[config.mk]
export PLATFORM = sky130hd
export DESIGN_NAME = annp_core
export DESIGN_NICKNAME = d
export VERILOG_FILES = /design/src/core/annp_core.v
export VERILOG_INCLUDE_DIRS = /design/src /design/src/core
export SDC_FILE = /design/constraint.sdc
export NUM_CORES = 1
export LEC_CHECK = 0
export BUFFER_PORTS_ARGS = -buffer_cell sky130_fd_sc_hd__buf_4
export CORE_MARGIN = 2
export CORE_UTILIZATION = 47
export DETAILED_ROUTE_END_ITERATION = 10
export PLACE_DENSITY = 0.76
export SYNTH_ARGS = -nofsm -noshare
export SYNTH_HDL_FRONTEND = slang
export SYNTH_SLANG_ARGS = --single-unit
[constraint.sdc]
create_clock -name clk -period 1.92 [get_ports clk]
set_input_delay 0.096 -clock clk [delete_from_list [all_inputs] [get_ports clk]]
set_output_delay 0.096 -clock clk [all_outputs]
set_load 0.01 [all_outputs]
[src/core/annp_defines.vh]
`ifndef ANNP_DEFINES_VH
`define ANNP_DEFINES_VH
// register addresses (5-bit management address)
`define ANNP_ADDR_LP_ABIL 5'h05
`define ANNP_ADDR_EXPAN 5'h06
`define ANNP_ADDR_NP_TX 5'h07
`define ANNP_ADDR_NP_RX 5'h08
`define ANNP_ADDR_PORT_STAT 5'h10
// expansion register bit positions
`define ANNP_EXP_PAGE_RX 1
`define ANNP_EXP_LP_NP_ABLE 2
`define ANNP_EXP_LOCAL_NP_ABLE 3
`define ANNP_EXP_BASE_PAGE 5
// port status bit position
`define ANNP_STAT_PAGE_RX 1
// base page next-page ability bit
`define ANNP_BP_NP_BIT 15
// reset values
`define ANNP_NP_TX_RST 16'h2001
`define ANNP_WORD_RST 16'h0000
`endif

[src/core/annp_core.v]
// The implementer's own choices: the placing of the registers and strobed register access.
`timescale 1ns/1ps
`include "annp_defines.vh"

module annp_core (
  // clock and reset
  input wire clk,
  input wire rst,
  // register port
  input wire [4:0] reg_addr,
  input wire [15:0] reg_wdata,
  input wire reg_wr,
  input wire reg_rd,
  output reg [15:0] reg_rdata,
  // local configuration
  input wire local_np_able,
  // negotiation engine, same clock
  input wire an_restart,
  input wire page_rx_valid,
  input wire page_rx_is_base,
  input wire [15:0] page_rx_word,
  input wire np_tx_taken,
  // next page toward engine
  output reg [15:0] np_tx_word,
  output reg np_exchange_en
);

  // ==========================================
  // state
  reg [15:0] np_tx_q;
  reg [15:0] lp_abil_q;
  reg [15:0] np_rx_q;
  reg page_rx_q;
  reg stat_page_rx_q;
  reg lp_np_able_q;
  reg base_page_q;
  reg np_en_q;

  // decoded accesses
  wire rd_exp = reg_rd && (reg_addr == `ANNP_ADDR_EXPAN);
  wire rd_stat = reg_rd && (reg_addr == `ANNP_ADDR_PORT_STAT);
  wire wr_np_tx = reg_wr && (reg_addr == `ANNP_ADDR_NP_TX);
  wire base_rx = page_rx_valid && page_rx_is_base;
  // ignore next pages unless both able
  wire np_rx = page_rx_valid && !page_rx_is_base && np_en_q;
  wire any_rx = base_rx || np_rx;

  // ==========================================
  // transmit next page register
  always @(posedge clk or posedge rst)
  begin
    if (rst)
      np_tx_q <= `ANNP_NP_TX_RST;
    else if (wr_np_tx)
      np_tx_q <= reg_wdata;
  end

  // ==========================================
  // receive page capture
  always @(posedge clk or posedge rst)
  begin
    if (rst)
    begin
      lp_abil_q <= `ANNP_WORD_RST;
      np_rx_q <= `ANNP_WORD_RST;
    end
    else
    begin
      if (base_rx)
        lp_abil_q <= page_rx_word;
      if (np_rx)
        np_rx_q <= page_rx_word;
    end
  end

  // ==========================================
  // next page exchange enable
  always @(posedge clk or posedge rst)
  begin
    if (rst)
      np_en_q <= 1'b0;
    else if (an_restart)
      np_en_q <= 1'b0;
    else if (base_rx)
      np_en_q <= local_np_able && page_rx_word[`ANNP_BP_NP_BIT];
  end

  // ==========================================
  // sticky page received flags, set wins over read clear
  always @(posedge clk or posedge rst)
  begin
    if (rst)
    begin
      page_rx_q <= 1'b0;
      stat_page_rx_q <= 1'b0;
    end
    else
    begin
      if (any_rx)
        page_rx_q <= 1'b1;
      else if (rd_exp)
        page_rx_q <= 1'b0;
      if (any_rx)
        stat_page_rx_q <= 1'b1;
      else if (rd_exp || rd_stat)
        stat_page_rx_q <= 1'b0;
    end
  end

  // ==========================================
  // partner next page able and base page flags
  always @(posedge clk or posedge rst)
  begin
    if (rst)
    begin
      lp_np_able_q <= 1'b0;
      base_page_q <= 1'b0;
    end
    else
    begin
      if (base_rx && page_rx_word[`ANNP_BP_NP_BIT])
        lp_np_able_q <= 1'b1;
      else if (an_restart || rd_exp)
        lp_np_able_q <= 1'b0;
      if (an_restart)
        base_page_q <= 1'b0;
      else if (any_rx)
        base_page_q <= page_rx_is_base;
    end
  end

  // ==========================================
  // read data, one cycle after strobe
  always @(posedge clk or posedge rst)
  begin
    if (rst)
      reg_rdata <= `ANNP_WORD_RST;
    else if (reg_rd)
    begin
      case (reg_addr)
        `ANNP_ADDR_LP_ABIL: reg_rdata <= lp_abil_q;
        `ANNP_ADDR_NP_TX: reg_rdata <= np_tx_q;
        `ANNP_ADDR_NP_RX: reg_rdata <= np_rx_q;
        `ANNP_ADDR_EXPAN:
        begin
          reg_rdata <= `ANNP_WORD_RST;
          reg_rdata[`ANNP_EXP_PAGE_RX] <= page_rx_q;
          reg_rdata[`ANNP_EXP_LP_NP_ABLE] <= lp_np_able_q;
          reg_rdata[`ANNP_EXP_LOCAL_NP_ABLE] <= local_np_able;
          reg_rdata[`ANNP_EXP_BASE_PAGE] <= base_page_q;
        end
        `ANNP_ADDR_PORT_STAT:
        begin
          reg_rdata <= `ANNP_WORD_RST;
          reg_rdata[`ANNP_STAT_PAGE_RX] <= stat_page_rx_q;
        end
        default: reg_rdata <= `ANNP_WORD_RST;
      endcase
    end
    else
      reg_rdata <= `ANNP_WORD_RST;
  end

  // ==========================================
  // outputs toward negotiation engine
  always @(posedge clk or posedge rst)
  begin
    if (rst)
    begin
      np_tx_word <= `ANNP_NP_TX_RST;
      np_exchange_en <= 1'b0;
    end
    else
    begin
      np_tx_word <= wr_np_tx ? reg_wdata : np_tx_q;
      np_exchange_en <= np_en_q && !an_restart;
    end
  end

endmodule // annp_core

==> results.md, run 1 <==
* Status: finished, final reports clean
* Fmax achieved at 690 MHz
* Tmin final at 1.45 ns
* Seq pwr share at 0.498
* Met1 usage at 0.272
* Critical path fanouts, max at 18
* Least-Margin Pin Slew at 0.569 ns
* Post-CTS sizing at 0
* # diodes at 0
* Critical Path Source Type: register
* Synth Area in Compound Gates at 0.0825
* Crit path to: np_rx_q[14]
* Clock skew at 0.0140 ns
* Slowest cell delay on critical path at 0.43 ns
* Area grow syn2layout at 42.4%
* Reg2reg setup slack at 0.47 ns
* Vias in the first global route at 2,117
* Placed inst area at 3560 µm²
* Congestion Overflow GR at 0
* Number of synthesized flops with an enable pin at 0
* Non-filler cells, final at 403
* Total track usage at 0.216
* Post-synthesis xor/xnor area fraction at 0.00304
* Clock root buffer: clkbuf_8
* Clock network power share at 0.338
* Setup_tns at 0 ns
* Yosys top cell area share at 0.591
* DR DRC count at 0
* Slew margin rel. at 0.621
* Starting Density at 0.487
* Combinational power share at 0.164
* Critical path arrival at 1.67 ns
* Number of CTS-inserted buffers at 9
* Largest cells by area after synthesis: dfrtp_1, mux2_2, mux2_4
* Net count, final at 370
* Vias at 2,134
* Clk sinks at 70
* Data required time of the worst path at 2.14 ns
* Reg2reg path depth at 3
* First-pass GRT wire length at 10,600 µm
* Post-DRT Antenna Nets at 0
* Worst path slowest cell: or2_2
* Hold Path Class: in -> reg
* # IOs at 79
* Largest family of logic cells by synthesized area: multiplexers
* CTS tree: yes
* Met2 Use GR at 0.362
* Max-slew violation count at 0
* Syn Std Cell Area at 2880 µm²
* Peak VDD IR at 0.476 mV
* GP Congestion at 0.778
* Leak at 1.97 nW
* Syn_nets at 252
* Async SR Flop Fraction at 1.00
* Sw Share at 0.239
* Final Routed Wirelength at 6790 µm
* Largest net degree at the start of global routing at 37
* Seq/Total Area, Yosys at 0.609
* Initial antenna violation count at 0
* Post-synthesis simple-gate area fraction at 0.0847
* Worst-skew pair later-pin latency at 0.34 ns
* Syn avg cell area at 14.0 µm²
* Row cnt at 28
* Iteration-0 DRC count of the detailed router at 76
* Reg2reg start: np_en_q
* Post-synthesis mux area share at 0.201
* Yosys cell types at 33
* Post-DP HPWL at 4290 µm
* Grt peak-use layer: met2
* TritonRoute pass-1 iters at 4
* Core Area at 5920 µm²
* Max Cap Viol at 0
* Sw power at 863 µW
* Crit path from: np_en_q
* Kind of critical path: reg -> reg
* Total chip power at 3.60 mW
* WL per Instance at 16.9 µm
* Reg-to-reg endpoint: np_rx_q[14]
* Ys Warns at 0
* PortBufs at 77
* Share of cells above drive strength 1 at 0.466
* Vias/cell at 5.30
* P_int at 2.74 mW
* GRT met3 Usage at 0.0489
* CP Cell Sequence: nand2_1 -> or2_2 -> mux2_2
* CP Capture Type: register
* Die area at 6770 µm²
* Placed cell count at 354
* Synth area leader: dfrtp_1
* H-Tree Level Count at 3
* #FFs+latches synth at 70
* Design Area, Final at 4100 µm²
* Post-synthesis adder-cell area fraction at 0
* Primary FF master, synth: dfrtp_1
* Final setup viols at 0
* Clock transition at path regs at 0.08 ns
* Final Hold Fails at 0
* Max Buffers Root-to-Sink at 2
* Height of the die at 82.3 µm
* PwrDens at 878 nW/µm²
* Hold depth at 3
* Post-synth top cells: dfrtp_1, mux2_2, nor2_1
* Synthesized instance count at 206
* Fin crit share at 0.755
* Count leader, synth: dfrtp_1
* RSZ-0062 raised after global routing: no
* Die Width at 82.3 µm
* Filler cells at 432
## state kept, by name, summed over array words and instances, names as in the netlist
| register | cells |
|---|---|
| lp_np_able_q | 1 |
| stat_page_rx_q | 1 |
| np_rx_q | 16 |
| np_tx_word | 16 |
| reg_rdata | 16 |
| base_page_q | 1 |
| page_rx_q | 1 |
| np_en_q | 1 |
| np_exchange_en | 1 |
| lp_abil_q | 16 |
## critical path, delay by kind of cell, from the launching register on
family | cells | cell delay [ns]
multiplexers | 1 | 0.40
flip-flops | 1 | 0.40
AND/OR/NAND/NOR | 2 | 0.52
## cells by family (layout without fill, tap and decap cells)
logic type             Yosys count  count (layout)
flip-flops                      70              70
buffers and inverters           11             133
AND/OR/NAND/NOR                 45              45
AO/OA/AOI/OAI                   31              31
XOR/XNOR                         1               1
multiplexers                    48              48
## cells in the final DEF, fill, tap and decap left out, types with 2 or more instances in the layout
cell type	netlist	final
dfrtp_1	68	68
nor2b_1	3	3
a32oi_1	2	2
and2_1	2	2
mux2_2	38	38
nand2_1	10	10
a222oi_1	10	10
dfstp_2	2	2
clkbuf_8	0	12
buf_4	2	82
nand3b_1	3	3
dlygate4sd3_1	0	34
mux2_4	10	10
nor2_1	15	15
nand3_1	4	4
a22oi_1	6	6
a21oi_1	8	8
## worst min-delay path by stage
stage                   from             to
6_report       local_np_able        np_en_q
5_1_grt        local_np_able        np_en_q
4_1_cts         reg_wdata[8]  np_tx_word[8]
3_5_place_dp             rst  np_tx_word[4]
3_3_place_gp             rst  np_tx_word[4]
2_1_floorplan     an_restart    base_page_q
## layer usage
layer	vias to the layer above	wire (µm)
li1	989	-
met1	1076	2930
met2	63	3440
met3	6	346
met4	0	75
met5	-	0
## layout make-up
type / instances / area [µm²] / area share
timing repair buffer: 117 / 976 / 0.238
sequential: 70 / 1750 / 0.427
clock buffer: 12 / 165 / 0.0402
tap: 75 / 93.8 / 0.0229
multi-input combinational: 125 / 1070 / 0.260
inverter: 1 / 3.75 / 0.000915
clock inverter: 3 / 42.5 / 0.0104
## power groups by stage
stage                     Clock [mW]  Combinational, mW  Sequential [mW]
after floorplan                    0              0.263             1.81
after global placement             0              0.519             1.81
after detailed placement           0              0.539             1.82
after CTS                       1.24              0.595             1.79
after global routing            1.32              0.642             1.81
final                           1.22              0.592             1.80
## per-stage QoR
step                      hold WS (ns)  setup slack, ns   util
after detailed placement        0.0684            0.333  0.601
after floorplan                  0.159           0.0591      -
final                           0.0171            0.470  0.693
after global routing            0.0297            0.442  0.693
after global placement          0.0703            0.382  0.601
after CTS                      0.00162            0.474  0.691
## timing repair
| action | CTS | global route |
|---|---|---|
| hold buffers | 33 | 1 |
| buffers inserted | 0 | 0 |
| hold endpoints to repair | 58 | 1 |
Note: power is estimated with default switching activity, not from simulation.
==> run 2, diff against run 1 <==
- CORE_UTILIZATION: 47 -> 52
- PLACE_DENSITY: 0.76 -> 0.79
- clock period: 1.92 -> 1.4 ns (I/O delays scaled with it)
==> run 2 against run 1 <==
Combinational power rose by 41%. Sequential share of layout area is 0.86 points lower. Via count is 3.6% higher. Flip-flop and latch count stayed put. Global-route usage increased by 3.0 points. Core utilization is 7.7 points higher. Clock power grew 52%. Critical path depth unchanged. Critical path type unchanged.
==> results.md, run 2 (synthesis results as in run 1) <==
* Status: finished, final reports clean
* Core Area at 5440 µm²
* # diodes at 0
* Filler cells at 351
* Most frequent cells in the layout: buf_4, dfrtp_1, mux2_2
* CP Capture Type: register
* Worst-skew pair later-pin latency at 0.34 ns
* Post-DRT Antenna Nets at 0
* Vias at 2,211
* H-Tree Level Count at 3
* First-pass GRT wire length at 11,300 µm
* Initial antenna violation count at 0
* Clock root buffer: clkbuf_8
* Hold Path Class: in -> reg
* Post-CTS Setup Bufs at 0
* Peak VDD IR at 0.922 mV
* Least-Margin Pin Slew at 0.578 ns
* PwrDens at 1230 nW/µm²
* Hold_ws at 0.00843 ns
* Worst path slowest cell: dfrtp_1
* Largest net degree at the start of global routing at 71
* Hold Path Origin: local_np_able
* Max Cap Viol at 0
* Number of CTS-inserted buffers at 9
* Starting Density at 0.530
* CTS tree: yes
* Share of cells above drive strength 1 at 0.475
* Reg2reg start: np_en_q
* Clock skew at 0.00943 ns
* Vias/cell at 5.43
* CP Cell Sequence: nand2_1 -> or2_4 -> mux2_2
* Core Util, Final at 0.770
* RSZ-0062 raised after global routing: no
* PortBufs at 77
* # IOs at 79
* Net count, final at 376
* Clock transition at path regs at 0.08 ns
* Iteration-0 DRC count of the detailed router at 137
* Post-DP HPWL at 4290 µm
* Total track usage at 0.246
* Tmin final at 1.27 ns
* Crit path from: np_en_q
* Row cnt at 27
* Clk sinks at 70
* Die area at 6150 µm²
* Final setup viols at 0
* Max-slew violation count at 0
* Die Width at 78.4 µm
* Critical path fanouts, max at 18
* Slew margin rel. at 0.615
* Height of the die at 78.4 µm
* Kind of critical path: reg -> reg
* Slowest cell delay on critical path at 0.39 ns
* Vias in the first global route at 2,387
* Commonest non-fill, non-tap cell in the layout: buf_4
* Fmax achieved at 790 MHz
* Total chip power at 5.15 mW
* Max Buffers Root-to-Sink at 2
* WL per Instance at 17.0 µm
* Critical path arrival at 1.49 ns
* Data required time of the worst path at 1.63 ns
* DR DRC count at 0
* TritonRoute pass-1 iters at 5
* Fin crit share at 0.904
* Congestion Overflow GR at 0
* Critical Path Source Type: register
* Final Hold Fails at 0
* Final Routed Wirelength at 6930 µm
* GP Congestion at 0.842
* Area grow syn2layout at 45.3%
* Leak at 2.01 nW
[run 2: area by class of cell]
cell class / count / area, µm² / share of cell area
flip-flops and latches: 70 / 1750 / 0.419
repair buffers: 123 / 1030 / 0.247
clock buffers: 12 / 155 / 0.0370
inverters: 1 / 7.51 / 0.00179
well taps: 72 / 90.1 / 0.0215
clock inverters: 4 / 76.3 / 0.0182
multi-input cells: 125 / 1070 / 0.256
[run 2: where the power goes]
group	leakage, nW	switching (mW)	internal, mW	total [mW]
registers	0.892	0.173	2.29	2.46
logic	1.00	0.307	0.526	0.833
clock network	0.113	0.745	1.11	1.85
total	2.01	1.22	3.92	5.15
[run 2: final timing paths]
path / to / slack (ns) / cells after the start
hold / removal: np_en_q / 0.008 / 3
hold reg to reg: lp_abil_q[15] / 0.49 / 2
setup / recovery: np_rx_q[13] / 0.13 / 3
max in group asynchronous: np_tx_word[0] / 0.69 / 4
min in group asynchronous: np_tx_word[1] / 0.38 / 4
setup reg to reg: np_rx_q[13] / 0.13 / 3
[run 2: per-stage QoR]
stage / setup WS (ns) / area (µm²) / instances / TNS, ns
finish: 0.134 / 4190 / 407 / 0
global route: 0.0651 / 4190 / 407 / 0
CTS: 0.117 / 4190 / 407 / 0
detailed placement: -0.00694 / 3610 / 357 / -0.0188
global placement: 0.00902 / 3610 / 357 / 0
floorplan: 0.0123 / 2890 / 206 / 0
[run 2: repair_timing]
item | in CTS | in global routing
setup endpoints to repair | 16 | 0
endpoints found under the hold margin | 118 | 0
gates resized for setup | 1 | 0
hold buffers | 34 | 0
[run 2: routing by layer]
| layer | vias to the layer above | routed length (µm) | GRT usage |
|---|---|---|---|
| met5 | - | 0 | 0 |
| met4 | 0 | 215 | 0.130 |
| met3 | 22 | 311 | 0.0655 |
| met2 | 79 | 3660 | 0.419 |
| met1 | 1106 | 2740 | 0.284 |
| li1 | 1004 | - | - |
[run 2: critical path: cells and delay by family (launching register included)]
family / cells / cell delay, ns
flops: 1 / 0.39
mux: 1 / 0.38
simple gates: 2 / 0.38
==> run 3, diff against run 2 <==
- BUFFER_PORTS_ARGS: -buffer_cell sky130_fd_sc_hd__buf_4 -> -buffer_cell sky130_fd_sc_hd__buf_2
==> run 3 against run 2 <==
Largest power group unchanged. Fmax down 0.53%. Clock power down 22%. Clock skew down 0.0022 ns. Total power down 9.7%. Clock-buffer cell count unchanged. Critical path depth unchanged. Highest routed layer unchanged. Die area unchanged. Combinational power down 11%. Flip-flop and latch count unchanged. Worst hold slack better by 0.031 ns. Core utilization down 4.4 points. First-iteration DRC count down 5.1%.
==> results.md, run 3 (synthesis results as in run 1) <==
* Congestion Overflow GR at 0
* Worst path slowest cell: dfrtp_1
* First-pass GRT wire length at 10,800 µm
* Clock skew at 0.00721 ns
* Core Area at 5440 µm²
* Total chip power at 4.65 mW
* Starting Density at 0.530
* Status: finished, final reports clean
* Vias at 2,153
* TritonRoute pass-1 iters at 4
* Max Cap Viol at 0
* Commonest non-fill, non-tap cell in the layout: buf_2
* Data required time of the worst path at 1.62 ns
* Fin crit share at 0.909
* Setup_tns at 0 ns
* Critical Path Source Type: register
* Net count, final at 377
* Height of the die at 78.4 µm
* Placement Setup Slack at 0.00128 ns
* Vias/cell at 5.29
* Post-DRT Antenna Nets at 0
* Crit path from: np_en_q
* Post-DP HPWL at 4040 µm
* CP Cell Sequence: nand2_1 -> or2_4 -> mux2_2
* Clock network power share at 0.313
* PwrDens at 1180 nW/µm²
* PortBufs at 77
* Tmin final at 1.27 ns
* Die area at 6150 µm²
* Final Hold Fails at 0
* Slowest cell delay on critical path at 0.39 ns
* Combinational power share at 0.159
* Die Width at 78.4 µm
* Most frequent cells in the layout: buf_2, dfrtp_1, mux2_2
* Critical path fanouts, max at 18
* DR DRC count at 0
* Fmax achieved at 786 MHz
* Max-slew violation count at 0
* GP Congestion at 0.857
* Iteration-0 DRC count of the detailed router at 130
* Slew margin rel. at 0.629
* Leak at 1.94 nW
* Largest net degree at the start of global routing at 71
* Share of cells above drive strength 1 at 0.472
* WL per Instance at 16.3 µm
* CP Capture Type: register
* Seq pwr share at 0.528
* Least-Margin Pin Slew at 0.557 ns
* Post-CTS Setup Bufs at 0
* Reg2reg start: np_en_q
* Row cnt at 27
* PnR worst setup slack at 0.127 ns
* Vias in the first global route at 2,243
* Peak VDD IR at 1.06 mV
* Hold Path Origin: page_rx_is_base
* P_int at 3.46 mW
* Max Buffers Root-to-Sink at 2
* Hold Path Class: in -> reg
* Placed cell count at 357
* Worst-skew pair later-pin latency at 0.34 ns
* Clock transition at path regs at 0.07 ns
* Placed inst area at 3420 µm²
* Critical path arrival at 1.50 ns
* H-Tree Level Count at 3
* Non-filler cells, final at 407
* Sw Share at 0.255
* # diodes at 0
* Core Util, Final at 0.726
* Hold_ws at 0.0398 ns
* Area grow syn2layout at 37.0%
* Total track usage at 0.235
* Kind of critical path: reg -> reg
* Number of CTS-inserted buffers at 9
* Design Area, Final at 3950 µm²
* Sw power at 1.19 mW
* # IOs at 79
* RSZ-0062 raised after global routing: no
* Clock root buffer: clkbuf_8
* Initial antenna violation count at 0
* Final Routed Wirelength at 6640 µm
* CTS tree: yes
* Clk sinks at 70
* Final setup viols at 0
-- run 3: metal layers --
layer  track usage  up-vias  wire length, µm
li1              -     1001                -
met1         0.286     1067             2780
met2         0.397       75             3440
met3        0.0678       10              317
met4        0.0895        0              117
met5             0        -                0
-- run 3: worst max-delay path, delay by kind of cell (launching register included) --
family           cells  cell delay [ns]
flip-flops           1             0.39
AND/OR/NAND/NOR      2             0.38
multiplexers         1             0.38
-- run 3: final cells by class --
| type | count | area (µm²) |
|---|---|---|
| clock buffer | 12 | 155 |
| inverter | 1 | 7.51 |
| tap | 72 | 90.1 |
| timing repair buffer | 124 | 851 |
| clock inverter | 3 | 20.0 |
| multi-input combinational | 125 | 1070 |
| sequential | 70 | 1750 |
| fill | 381 | 1490 |
-- run 3: worst paths after layout --
check / to / slack [ns] / cells after the start
worst max-delay path: np_rx_q[4] / 0.13 / 3
worst min-delay path: lp_np_able_q / 0.04 / 3
worst max register to register: np_rx_q[4] / 0.13 / 3
worst min register to register: np_rx_q[5] / 0.51 / 1
max in group asynchronous: np_tx_word[0] / 0.70 / 4
min in group asynchronous: reg_rdata[1] / 0.36 / 4
-- run 3: repair_timing --
item	CTS	global route
gates resized for setup	1	0
endpoints found under the setup margin	7	0
endpoints found under the hold margin	118	0
hold buffers	35	0
-- run 3: power by group through the flow --
stage                     sequential [mW]  combinational [mW]  clock, mW
final                                2.45               0.740       1.45
after CTS                            2.45               0.741       1.48
after detailed placement             2.48               0.665          0
after global placement               2.47               0.640          0
after global routing                 2.48               0.801       1.59
after floorplan                      2.49               0.361          0
